--- src/include/acl_staging_params.svh ---
`ifndef ACL_STAGING_PARAMS_SVH
`define ACL_STAGING_PARAMS_SVH

// Register offsets
`define ACL_OFF_STAGE_BASE 16'h0600
`define ACL_OFF_MAC_31_24 16'h0604
`define ACL_OFF_MAC_23_16 16'h0605
`define ACL_OFF_MAC_15_8 16'h0606
`define ACL_OFF_MAC_7_0 16'h0607
`define ACL_OFF_ETYPE_HIGH 16'h0608
`define ACL_OFF_ETYPE_LOW 16'h0609
`define ACL_OFF_PRIO_ACTION 16'h060a
`define ACL_OFF_REMARK_MAP 16'h060b
`define ACL_OFF_SPARE 16'h060c
`define ACL_OFF_FWD_MAP 16'h060d
`define ACL_OFF_RULESET_HIGH 16'h060e
`define ACL_OFF_RULESET_LOW 16'h060f
`define ACL_OFF_SEL_HIGH 16'h0610
`define ACL_OFF_SEL_LOW 16'h0611

// Reset values
`define ACL_RESET_BYTE 8'h00
`define ACL_RESET_DONE 1'b1

// Staging bytes handled outside this block
`define ACL_EXT_BYTES 4

// Priority action byte fields
`define ACL_PRIO_MODE_MSB 7
`define ACL_PRIO_MODE_LSB 6
`define ACL_PRIO_MSB 5
`define ACL_PRIO_LSB 3
`define ACL_REMARK_EN_BIT 2
`define ACL_REMARK_HI_MSB 1
`define ACL_REMARK_HI_LSB 0

// Remark / map mode byte fields
`define ACL_REMARK_LO_BIT 7
`define ACL_MAP_MODE_MSB 6
`define ACL_MAP_MODE_LSB 5

// Forward map byte fields
`define ACL_FWD_P1_P4_MSB 3
`define ACL_FWD_P5_BIT 6

// Table size
`define ACL_TABLE_DEPTH 16
`define ACL_INDEX_W 4

`endif

--- src/include/acl_staging_pkg.sv ---
package acl_staging_pkg;

  typedef logic [7:0] byte_t;

  typedef enum logic [1:0] {
    ST_IDLE,
    ST_WRITE,
    ST_READ,
    ST_LOAD
  } xfer_state_t;

endpackage : acl_staging_pkg

--- src/rtl/acl_table_mem.sv ---
module acl_table_mem
  import acl_staging_pkg::*;
#(
  parameter int DEPTH = 16,
  parameter int IDX_W = 4
) (
  // Clock and reset
  input wire logic clk,
  input wire logic rst,
  // Access
  input wire logic wr_en,
  input wire logic rd_en,
  input wire logic [IDX_W-1:0] index,
  input wire logic [15:0] byte_wr_en,
  input wire logic [127:0] wdata,
  output logic [127:0] rdata
);

  byte_t mem [0:DEPTH-1][0:15];

  // No reset on the array: it is large and software rewrites entries
  always_ff @(posedge clk) begin
    if (wr_en) begin
      for (int k = 0; k < 16; k++) begin
        if (byte_wr_en[k]) begin
          mem[index][k] <= wdata[8*k +: 8];
        end
      end
    end
  end

  always_ff @(posedge clk or posedge rst) begin
    if (rst) begin
      rdata <= '0;
    end else if (rd_en) begin
      for (int k = 0; k < 16; k++) begin
        rdata[8*k +: 8] <= mem[index][k];
      end
    end
  end

endmodule : acl_table_mem

--- src/rtl/acl_entry_staging_regs.sv ---
`include "acl_staging_params.svh"

////////////////////////////////////////////////////////////////////////////////
// Summary of operation
// - A write to the low byte-select register while idle starts a transfer of enabled bytes.
// - High select bit 0 picks offset 7, up to bit 7 picking offset 0.
// - Low select bit 0 picks offset 15, up to bit 7 picking offset 8.
// - A set select bit includes its byte; a clear bit leaves it out.
// - Forward map bits 0-3 enable ports 1-4, bit 6 enables port 5.
// - Remark priority bits 2:1 sit in bits 1:0 of offset ten.
// - Remark priority bit 0 is bit 7 of offset eleven; map mode bits 6:5.
// - Offset ten: priority mode 7:6, priority 5:3, remark enable bit 2.
// - Read status clears on read start and sets once results are loaded.
// - Direction input: one writes the indexed entry, zero reads it.
////////////////////////////////////////////////////////////////////////////////

module acl_entry_staging_regs
  import acl_staging_pkg::*;
#(
  parameter int TABLE_DEPTH = `ACL_TABLE_DEPTH,
  parameter int INDEX_W = `ACL_INDEX_W
) (
  // Clock and reset
  input wire logic CLK,
  input wire logic RESET,
  // Register port
  input wire logic [15:0] ADDR,
  input wire logic [7:0] WDATA,
  input wire logic WR,
  input wire logic RD,
  output logic [7:0] RDATA,
  // Access control from the neighbouring control register
  input wire logic ACCESS_WRITE,
  input wire logic [INDEX_W-1:0] ACCESS_INDEX,
  output logic READ_DONE,
  output logic WRITE_DONE,
  output logic TRANSFER_BUSY,
  // Staging bytes 0..3 kept in the neighbouring block
  input wire logic [31:0] LOW_STAGE_DATA,
  output logic [3:0] LOW_STAGE_LOAD,
  output logic [31:0] LOW_STAGE_RESULT,
  // Staged fields
  output logic [31:0] MAC_LOW,
  output logic [15:0] ETHERTYPE,
  output logic [1:0] PRIORITY_SELECT_MODE,
  output logic [2:0] PRIORITY,
  output logic REMARK_ENABLE_FLAG,
  output logic [2:0] REMARK_PRIORITY,
  output logic [1:0] FORWARD_MAP_MODE,
  output logic [4:0] FORWARD_PORTS,
  output logic [15:0] RULESET
);

  ////////////////////////////////////////////////////////////////////////////////
  // Helpers

  // Maps a register address to a staging byte number 4..15
  function automatic logic [4:0] stage_lookup(input logic [15:0] addr);
    logic [4:0] res;
    res = 5'h00;
    unique case (addr)
      `ACL_OFF_MAC_31_24: res = 5'h14;
      `ACL_OFF_MAC_23_16: res = 5'h15;
      `ACL_OFF_MAC_15_8: res = 5'h16;
      `ACL_OFF_MAC_7_0: res = 5'h17;
      `ACL_OFF_ETYPE_HIGH: res = 5'h18;
      `ACL_OFF_ETYPE_LOW: res = 5'h19;
      `ACL_OFF_PRIO_ACTION: res = 5'h1a;
      `ACL_OFF_REMARK_MAP: res = 5'h1b;
      `ACL_OFF_SPARE: res = 5'h1c;
      `ACL_OFF_FWD_MAP: res = 5'h1d;
      `ACL_OFF_RULESET_HIGH: res = 5'h1e;
      `ACL_OFF_RULESET_LOW: res = 5'h1f;
      default: res = 5'h00;
    endcase
    return res;
  endfunction : stage_lookup

  // Select bit j of {high, low} covers staging offset 15 - j
  function automatic logic byte_selected(input logic [15:0] sel, input int unsigned k);
    return sel[15 - k];
  endfunction : byte_selected

  ////////////////////////////////////////////////////////////////////////////////
  // Declarations

  byte_t stage_reg [`ACL_EXT_BYTES:15];
  byte_t sel_high_reg;
  byte_t sel_low_reg;
  xfer_state_t state_reg;
  xfer_state_t state_next;
  logic [INDEX_W-1:0] index_reg;
  logic [15:0] sel_xfer_reg;
  logic read_done_reg;
  logic write_done_reg;
  logic [7:0] rdata_reg;
  logic [3:0] low_load_reg;
  logic [31:0] low_result_reg;
  logic [4:0] wr_hit;
  logic [4:0] rd_hit;
  logic start;
  logic [15:0] mem_byte_en;
  logic [127:0] mem_wdata;
  logic [127:0] mem_rdata;
  logic load_now;
  logic sel_high_hit;
  logic sel_low_hit;
  logic mem_wr;
  logic mem_rd;
  logic [15:0] stage_wr_en;
  logic [15:0] stage_load_en;
  logic [7:0] rdata_next;

  assign wr_hit = stage_lookup(ADDR);
  assign rd_hit = stage_lookup(ADDR);
  assign load_now = (state_reg == ST_LOAD);

  // Exact decode; the port base is stripped before this block
  assign sel_high_hit = (ADDR == `ACL_OFF_SEL_HIGH);
  assign sel_low_hit = (ADDR == `ACL_OFF_SEL_LOW);

  // Table strobes follow the state, so each transfer touches the memory once
  assign mem_wr = (state_reg == ST_WRITE);
  assign mem_rd = (state_reg == ST_READ);

  // Start only when idle; a write during a transfer only stores the byte
  assign start = WR && sel_low_hit && (state_reg == ST_IDLE);

  // Per-byte strobes, kept apart so the load-over-write priority is explicit
  always_comb begin
    stage_wr_en = 16'h0000;
    stage_load_en = 16'h0000;
    for (int k = `ACL_EXT_BYTES; k < 16; k++) begin
      stage_load_en[k] = load_now && byte_selected(sel_xfer_reg, k);
      stage_wr_en[k] = WR && wr_hit[4] && (wr_hit[3:0] == 4'(k));
    end
  end

  ////////////////////////////////////////////////////////////////////////////////
  // Staging bytes

  always_ff @(posedge CLK or posedge RESET) begin
    if (RESET) begin
      for (int k = `ACL_EXT_BYTES; k < 16; k++) begin
        stage_reg[k] <= `ACL_RESET_BYTE;
      end
    end else begin
      for (int k = `ACL_EXT_BYTES; k < 16; k++) begin
        // Table results win over a software write in the same cycle
        if (stage_load_en[k]) begin
          stage_reg[k] <= mem_rdata[8*k +: 8];
        end else if (stage_wr_en[k]) begin
          stage_reg[k] <= WDATA;
        end
      end
    end
  end

  ////////////////////////////////////////////////////////////////////////////////
  // Byte-select registers
  // Taken even while busy; the running transfer uses its frozen copy

  always_ff @(posedge CLK or posedge RESET) begin
    if (RESET) begin
      sel_high_reg <= `ACL_RESET_BYTE;
    end else if (WR && sel_high_hit) begin
      sel_high_reg <= WDATA;
    end
  end

  always_ff @(posedge CLK or posedge RESET) begin
    if (RESET) begin
      sel_low_reg <= `ACL_RESET_BYTE;
    end else if (WR && sel_low_hit) begin
      sel_low_reg <= WDATA;
    end
  end

  ////////////////////////////////////////////////////////////////////////////////
  // Transfer sequencing
  // A read needs one cycle for the memory and one to load the staging bytes

  always_comb begin
    state_next = state_reg;
    unique case (state_reg)
      ST_IDLE: begin
        if (start) begin
          state_next = ACCESS_WRITE ? ST_WRITE : ST_READ;
        end
      end
      ST_WRITE: state_next = ST_IDLE;
      ST_READ: state_next = ST_LOAD;
      ST_LOAD: state_next = ST_IDLE;
    endcase
  end

  always_ff @(posedge CLK or posedge RESET) begin
    if (RESET) begin
      state_reg <= ST_IDLE;
    end else begin
      state_reg <= state_next;
    end
  end

  // Index and select are frozen so later register writes cannot disturb a transfer
  always_ff @(posedge CLK or posedge RESET) begin
    if (RESET) begin
      index_reg <= '0;
      sel_xfer_reg <= 16'h0000;
    end else if (start) begin
      index_reg <= ACCESS_INDEX;
      sel_xfer_reg <= {sel_high_reg, WDATA};
    end
  end

  ////////////////////////////////////////////////////////////////////////////////
  // Completion flags
  // Start needs the idle state, so it never meets a completion in one cycle

  always_ff @(posedge CLK or posedge RESET) begin
    if (RESET) begin
      read_done_reg <= `ACL_RESET_DONE;
    end else if (load_now) begin
      read_done_reg <= 1'b1;
    end else if (start && !ACCESS_WRITE) begin
      read_done_reg <= 1'b0;
    end
  end

  always_ff @(posedge CLK or posedge RESET) begin
    if (RESET) begin
      write_done_reg <= `ACL_RESET_DONE;
    end else if (mem_wr) begin
      write_done_reg <= 1'b1;
    end else if (start && ACCESS_WRITE) begin
      write_done_reg <= 1'b0;
    end
  end

  ////////////////////////////////////////////////////////////////////////////////
  // Table storage
  // Write data: bytes 0..3 come from the neighbour, the rest from staging

  always_comb begin
    for (int k = 0; k < 16; k++) begin
      mem_byte_en[k] = byte_selected(sel_xfer_reg, k);
      if (k < `ACL_EXT_BYTES) begin
        mem_wdata[8*k +: 8] = LOW_STAGE_DATA[8*k +: 8];
      end else begin
        mem_wdata[8*k +: 8] = stage_reg[k];
      end
    end
  end

  acl_table_mem #(
    .DEPTH(TABLE_DEPTH),
    .IDX_W(INDEX_W)
  ) u_table (
    .clk(CLK),
    .rst(RESET),
    .wr_en(mem_wr),
    .rd_en(mem_rd),
    .index(index_reg),
    .byte_wr_en(mem_byte_en),
    .wdata(mem_wdata),
    .rdata(mem_rdata)
  );

  // Bytes 0..3 live next door; hand them their results with a load strobe
  always_ff @(posedge CLK or posedge RESET) begin
    if (RESET) begin
      low_load_reg <= 4'h0;
      low_result_reg <= 32'h0000_0000;
    end else begin
      for (int k = 0; k < `ACL_EXT_BYTES; k++) begin
        low_load_reg[k] <= load_now && byte_selected(sel_xfer_reg, k);
      end
      if (load_now) begin
        low_result_reg <= mem_rdata[31:0];
      end
    end
  end

  ////////////////////////////////////////////////////////////////////////////////
  // Register read port

  // Unmapped addresses read as zero
  always_comb begin
    rdata_next = 8'h00;
    if (rd_hit[4]) begin
      rdata_next = stage_reg[rd_hit[3:0]];
    end else if (sel_high_hit) begin
      rdata_next = sel_high_reg;
    end else if (sel_low_hit) begin
      rdata_next = sel_low_reg;
    end
  end

  // Registered, so the data stand in the cycle after the strobe
  always_ff @(posedge CLK or posedge RESET) begin
    if (RESET) begin
      rdata_reg <= 8'h00;
    end else if (RD) begin
      rdata_reg <= rdata_next;
    end
  end

  ////////////////////////////////////////////////////////////////////////////////
  // Outputs

  assign RDATA = rdata_reg;
  assign READ_DONE = read_done_reg;
  assign WRITE_DONE = write_done_reg;
  assign TRANSFER_BUSY = (state_reg != ST_IDLE);
  assign LOW_STAGE_LOAD = low_load_reg;
  assign LOW_STAGE_RESULT = low_result_reg;

  // Multi-byte values: the lower offset holds the more significant byte
  assign MAC_LOW = {stage_reg[4], stage_reg[5], stage_reg[6], stage_reg[7]};
  assign ETHERTYPE = {stage_reg[8], stage_reg[9]};

  // Action byte at offset ten
  assign PRIORITY_SELECT_MODE =
    stage_reg[10][`ACL_PRIO_MODE_MSB:`ACL_PRIO_MODE_LSB];
  assign PRIORITY = stage_reg[10][`ACL_PRIO_MSB:`ACL_PRIO_LSB];
  assign REMARK_ENABLE_FLAG = stage_reg[10][`ACL_REMARK_EN_BIT];

  // Remark priority straddles offsets ten and eleven
  assign REMARK_PRIORITY = {stage_reg[10][`ACL_REMARK_HI_MSB:`ACL_REMARK_HI_LSB],
                            stage_reg[11][`ACL_REMARK_LO_BIT]};
  assign FORWARD_MAP_MODE =
    stage_reg[11][`ACL_MAP_MODE_MSB:`ACL_MAP_MODE_LSB];

  // Port 5 sits at bit 6, leaving a gap above port 4
  assign FORWARD_PORTS = {stage_reg[13][`ACL_FWD_P5_BIT],
                          stage_reg[13][`ACL_FWD_P1_P4_MSB:0]};

  assign RULESET = {stage_reg[14], stage_reg[15]};

endmodule : acl_entry_staging_regs

--- config.mk ---
export PLATFORM = sky130hd
export DESIGN_NAME = acl_entry_staging_regs
export DESIGN_NICKNAME = d
export VERILOG_FILES = /design/src/include/acl_staging_pkg.sv /design/src/rtl/acl_table_mem.sv /design/src/rtl/acl_entry_staging_regs.sv
export VERILOG_INCLUDE_DIRS = /design/src /design/src/include
export SDC_FILE = /design/constraint.sdc
export NUM_CORES = 2
export LEC_CHECK = 0
export BUFFER_PORTS_ARGS = -buffer_cell sky130_fd_sc_hd__clkbuf_2
export CAP_MARGIN = 30
export CORE_MARGIN = 2
export CORE_UTILIZATION = 45
export CTS_CLUSTER_DIAMETER = 120
export DETAILED_ROUTE_END_ITERATION = 12
export PLACE_DENSITY = 0.64
export RECOVER_POWER = 25
export SLEW_MARGIN = 20
export SYNTH_ARGS = -nofsm -noshare
export SYNTH_HDL_FRONTEND = slang
export SYNTH_SLANG_ARGS = --single-unit
--- constraint.sdc ---
create_clock -name CLK -period 11.2 [get_ports CLK]
set_input_delay 3.36 -clock CLK [delete_from_list [all_inputs] [get_ports CLK]]
set_output_delay 3.36 -clock CLK [all_outputs]
set_load 0.1 [all_outputs]
## Word level (Yosys, flattened, before mapping)

Memory sizes are Yosys's and may differ from the RTL's. A register that Yosys moved wholly into a read port is not among the register bits.
Index checks and enable logic that the tools add are counted.

| storage, ports and cells | value |
|---|---|
| register bits | 180 |
| output and inout bits | 127 |
| memories kept | 1 |
| bits in read-only memories | 0 |
| word-level logic and storage cells | 193 |
| latch bits | 0 |
| bits in writable memories | 2048 |

Memories:

| name | words | width | rd ports | clocked after memory_dff | write ports | RTL line | RTL |
|---|---|---|---|---|---|---|---|
| u_table.mem | 16 | 128 | 1 | 1 | 1 | acl_table_mem.sv:19 | `byte_t mem [0:DEPTH-1][0:15];` |

| operators by class | value |
|---|---|
| $add $sub $neg | 0 |
| bitwise logic cells | 1 |
| muxes and demuxes | 86 |
| magnitude comparators | 1 |
| multipliers | 0 |
| shift-type cells | 0 |
| reductions and logical operators | 52 |
| divide/modulo/power cells | 0 |
| equal/unequal tests | 30 |

Operator list:

| cell | count |
|---|---|
| 8-bit two-way mux | 29 |
| 16-bit by 11-bit == test with 1-bit output (second input constant) | 14 |
| 5-bit case mux with 12 select lines | 1 |
| 1-bit two-way mux | 52 |
| 1-bit logical AND | 34 |
| 8-bit binary-select mux with 4-bit select | 1 |
| 4-bit == test (second input constant) | 8 |
| 2-bit nonzero test | 15 |
| 4-bit by 3-bit == test with 1-bit output (second input constant) | 4 |
| 2-bit case mux with 3 select lines | 1 |
| 5-bit >= comparator (second input constant) | 1 |
| 4-bit inverter with 5-bit output | 1 |
| 2-bit == test (second input constant) | 2 |
| 2-bit two-way mux | 2 |
| 2-bit by 1-bit == test with 1-bit output (second input constant) | 1 |
| 2-bit logical NOT | 1 |
| 2-bit != test (second input constant) | 1 |
| 2-bit OR reduction | 1 |
| 1-bit logical NOT | 1 |

## Logic depth before layout (Yosys ltp)

| logic depth | value |
|---|---|
| depth after elaboration | 7 |
| mapped depth | 8 |
| mapped depth without buffers | 6 |

## Cells and area by module

Synthesis repeated with hierarchy kept, for this count alone.

| second synthesis, totals | value |
|---|---|
| cell total of the unflattened synthesis | 5522 |
| area total of the unflattened synthesis | 93198.1 um^2 |

Modules (own cells, without submodules):

| module | cells an instance | times used | seq. area each (um^2) | area each (um^2) |
|---|---|---|---|---|
| acl_table_mem | 4629 | 1 | 64702.1 | 83784.1 |
| acl_entry_staging_regs | 893 | 1 | 4506.8 | 9414.0 |

## Worst setup path before layout

OpenSTA, ideal clock, no wires.

| timing | value |
|---|---|
| kind | input to register |
| start point | in ADDR[8] |
| end point | reg stage_reg, in the netlist ETHERTYPE[0] |
| path slack | 5.750 ns |
| library setup time | 0.132 ns |
| stages | 7 |
| arrival | 5.318 ns |
| cell sequence | or4b_4 nor4_4 nand3b_2 or4_1 buf_2 mux2i_1 o21ai_1 |

| on the way | value |
|---|---|
| word-level cells in the longest chain between the ends | 5 |

RTL lines:

| element | RTL line | RTL |
|---|---|---|
| from (decl) | acl_entry_staging_regs.sv:27 | `input wire logic [15:0] ADDR,` |
| 16-bit by 11-bit == test with 1-bit output | acl_entry_staging_regs.sv:61 | `unique case (addr)` |
| 5-bit case mux with 12 select lines * | acl_entry_staging_regs.sv:61 |  |
| 4-bit == test or 1-bit logical AND (tied branches) | acl_entry_staging_regs.sv:135 | `stage_wr_en[k] = WR && wr_hit[4] && (wr_hit[3:0] == 4'(k));` |
| 1-bit logical AND * | acl_entry_staging_regs.sv:135 |  |
| 2-bit nonzero test (no line) * | - |  |
| to (signal, indexed assignment) | acl_entry_staging_regs.sv:145 | `` stage_reg[k] <= `ACL_RESET_BYTE; `` |
| to (signal, indexed assignment) | acl_entry_staging_regs.sv:151 | `stage_reg[k] <= mem_rdata[8*k +: 8];` |
| to (decl) | acl_entry_staging_regs.sv:87 | `` byte_t stage_reg [`ACL_EXT_BYTES:15]; `` |

Every way passes the cells marked *; elsewhere a longest branch is shown, timed or not.
A chain may end at the register's enable or synchronous reset.

## Final worst setup path

| timing | value |
|---|---|
| start point | reg stage_reg, in the netlist ETHERTYPE[6] |
| end point | out ETHERTYPE[6] |

RTL lines:

| element | RTL line | RTL |
|---|---|---|
| to (decl) | acl_entry_staging_regs.sv:44 | `output logic [15:0] ETHERTYPE,` |

No word-level cell between the ends.

==> impl_metrics.json <==
{
  "status": "finished with violations",
  "violations": "max-capacitance violations, max-slew violations",
  "detailedPlacementHpwl_um": 144000,
  "vias_in_the_first_global_route": 45900,
  "fp.coreArea_sq_um": 203000,
  "synth_top_cells_by_count": "edfxtp_1, mux4_2, nand2_1",
  "total_leakage_power_nw": 37.4,
  "final-setup-viol-count": 0,
  "worstMarginPinSlew_ns": 1.55,
  "cp-end-kind": "primary output",
  "largest_register_ffs": 2048,
  "number_of_nets_still_failing_antenna_checks_after_routing": 0,
  "core.rowCount": 165,
  "layout-drive-gt1-share": 0.266,
  "layout-area-overhead-vs-synth_pct": 11.8,
  "globalRoute.totalOverflow": 0,
  "synth_top_cells_by_area": "edfxtp_1, mux4_2, dfrtp_1",
  "post-route-worst-setup-slack_ns": 4.92,
  "io_buffers": 191,
  "cts_tree": "done",
  "yosysSeqAreaShare": 0.752,
  "final_max_tran_viols": 21,
  "crit_chain": "clkbuf_1, clkbuf_2",
  "final_cells": 7716,
  "grt_max_degree": 152,
  "crit_arrival_ns": 2.92,
  "vertical_die_dimension_um": 456,
  "cellPowerDensity_nw_per_um2": 165,
  "cts_buffer_depth": 3,
  "hold_buffers": 0,
  "ys_dominant_reg_cell": "edfxtp_1",
  "slew-limit-headroom": -0.0305,
  "sequential_cell_area_sq_um": 69200,
  "initial_utilization": 0.454,
  "dr.pass1.iters": 5,
  "synth_warnings": 0,
  "worst_skew_pair.late_latency_ns": 0.90,
  "timing.final.crit_share": 0.560,
  "fmax_mhz": 159,
  "class_of_the_most_critical_hold_timing_path": "reg -> reg",
  "finalNetCount": 4911,
  "track_usage": 0.217,
  "timing.final.hold_violations": 0,
  "postSynth.asyncResetShare": 0.131,
  "crit_path_max_fanout": 19,
  "period_minus_slack_ns": 6.28,
  "placedCellCount": 7284,
  "routed_wire_length_per_instance_um": 29.3,
  "post-synth-top-count-cell": "edfxtp_1",
  "synth.avg_cell_area_sq_um": 19.7,
  "synthesized_instance_count": 4664,
  "grt_pass1_wl_um": 328000,
  "synth-edff-count": 2048,
  "num_io_pins": 192,
  "cts_made_buffers": 221,
  "route.final.wire_length_um": 226000,
  "critPathKind": "reg -> out",
  "rsz0062_at_grt": "false",
  "drt_first_iter_violations": 4666,
  "clock_sink_count": 2356,
  "root_buffer_cell": "clkbuf_16",
  "cp.required_ns": 7.84,
  "ys_ff_latch": 2356,
  "clkSlewWorstSetupHoldPaths_ns": 0.06,
  "vias_per_cell": 5.85,
  "worst_path_max_delay_cell": "clkbuf_1",
  "resized_after_cts": 0,
  "yosysTopAreaCellShare": 0.669,
  "drc_errors": 0,
  "crit_path_start_kind": "flop",
  "pre_cts_slack_ns": 4.38,
  "netlist-cell-type-count": 45,
  "cap_viol_max_count": 1,
  "net_count_of_the_mapped_netlist": 4729,
  "multi_input_comb_area_sq_um": 21200,
  "ir_worst_vdd_mv": 0.157,
  "gp_congestion": 0.918,
  "cts_htree_levels": 4,
  "postCtsSetupRepairBufs": 0,
  "die_area_sq_um": 208000,
  "vias": 45100,
  "post_synthesis_cell_type_with_the_largest_combined_area": "edfxtp_1",
  "mappedNetlistArea_sq_um": 92000,
  "slowest_delay_ns": 1.02,
  "fin_setup_tns_ns": 0,
  "filler_cell_count": 16200,
  "final.setup_skew_ns": 0.0563,
  "number_of_antenna_violations_at_the_first_check_in_global_routing": 9,
  "die_width_um": 456
}
-- worst max-delay path: cells and delay by family (launching register included) --
family,cells,cell delay [ns]
buffers and inverters,2,1.72
flip-flops,1,0.32
-- logic make-up after synthesis --
logic type / after synthesis / synth area share
buffers and inverters: 356 / 0.0178
multiplexers: 816 / 0.177
flip-flops: 2356 / 0.752
AO/OA/AOI/OAI: 172 / 0.00998
AND/OR/NAND/NOR: 964 / 0.0430
-- path summary, 6_finish.rpt --
| check | cells after the start | to | slack [ns] | startpoint |
|---|---|---|---|---|
| setup / recovery | 2 | ETHERTYPE[6] | 4.92 | ETHERTYPE[6] |
| min in group asynchronous | 2 | u_table.rdata[59] | 2.39 | RESET |
| hold / removal | 2 | u_table.rdata[5] | 0.47 | u_table.rdata[5] |
| hold reg to reg | 2 | u_table.rdata[5] | 0.47 | u_table.rdata[5] |
| max in group asynchronous | 4 | LOW_STAGE_RESULT[19] | 6.81 | RESET |
| setup reg to reg | 8 | u_table.rdata[22] | 6.38 | index_reg[0] |
-- metrics by stage --
stage	util	power, mW	cell area, sq um	hold slack (ns)
final	0.507	17.0	103000	0.473
after floorplan	-	9.68	92000	0.442
after detailed placement	0.472	9.76	95700	0.459
after global placement	0.471	9.75	95500	0.459
after CTS	0.507	17.1	103000	0.477
after global routing	0.507	17.4	103000	0.498
-- final cells by class --
cell class | count | share of cell area
Antenna cell | 6 | 0.000146
Clock buffer | 295 | 0.0582
Clock inverter | 120 | 0.0112
Inverter | 2 | 0.000110
Multi-Input combinational cell | 1952 | 0.206
Sequential cell | 2356 | 0.673
Tap cell | 2672 | 0.0325
Timing Repair Buffer | 313 | 0.0183
-- metal layers --
layer / GRT usage / part of all wire
met3: 0.0399 / 0.069
met2: 0.352 / 0.49
met4: 0.0851 / 0.040
met5: 0 / 0.000058
met1: 0.293 / 0.40
-- power breakdown --
part / switching [mW] / internal [mW] / leakage [nW]
combinational: 0.104 / 0.0186 / 7.37
sequential: 0.00265 / 9.45 / 26.6
clock: 3.27 / 4.12 / 3.50
total: 3.38 / 13.6 / 37.4
-- cell usage in the layout, fill, tap and decap left out, drive strengths merged, types with 75 or more instances in the layout --
master / count
edfxtp: 2048
mux4: 640
nand2: 576
clkbuf: 532
dfrtp: 306
nor2: 285
o21ai: 123
mux2i: 104
clkinv: 92
buf: 75
(Power assumes the default switching activity.)
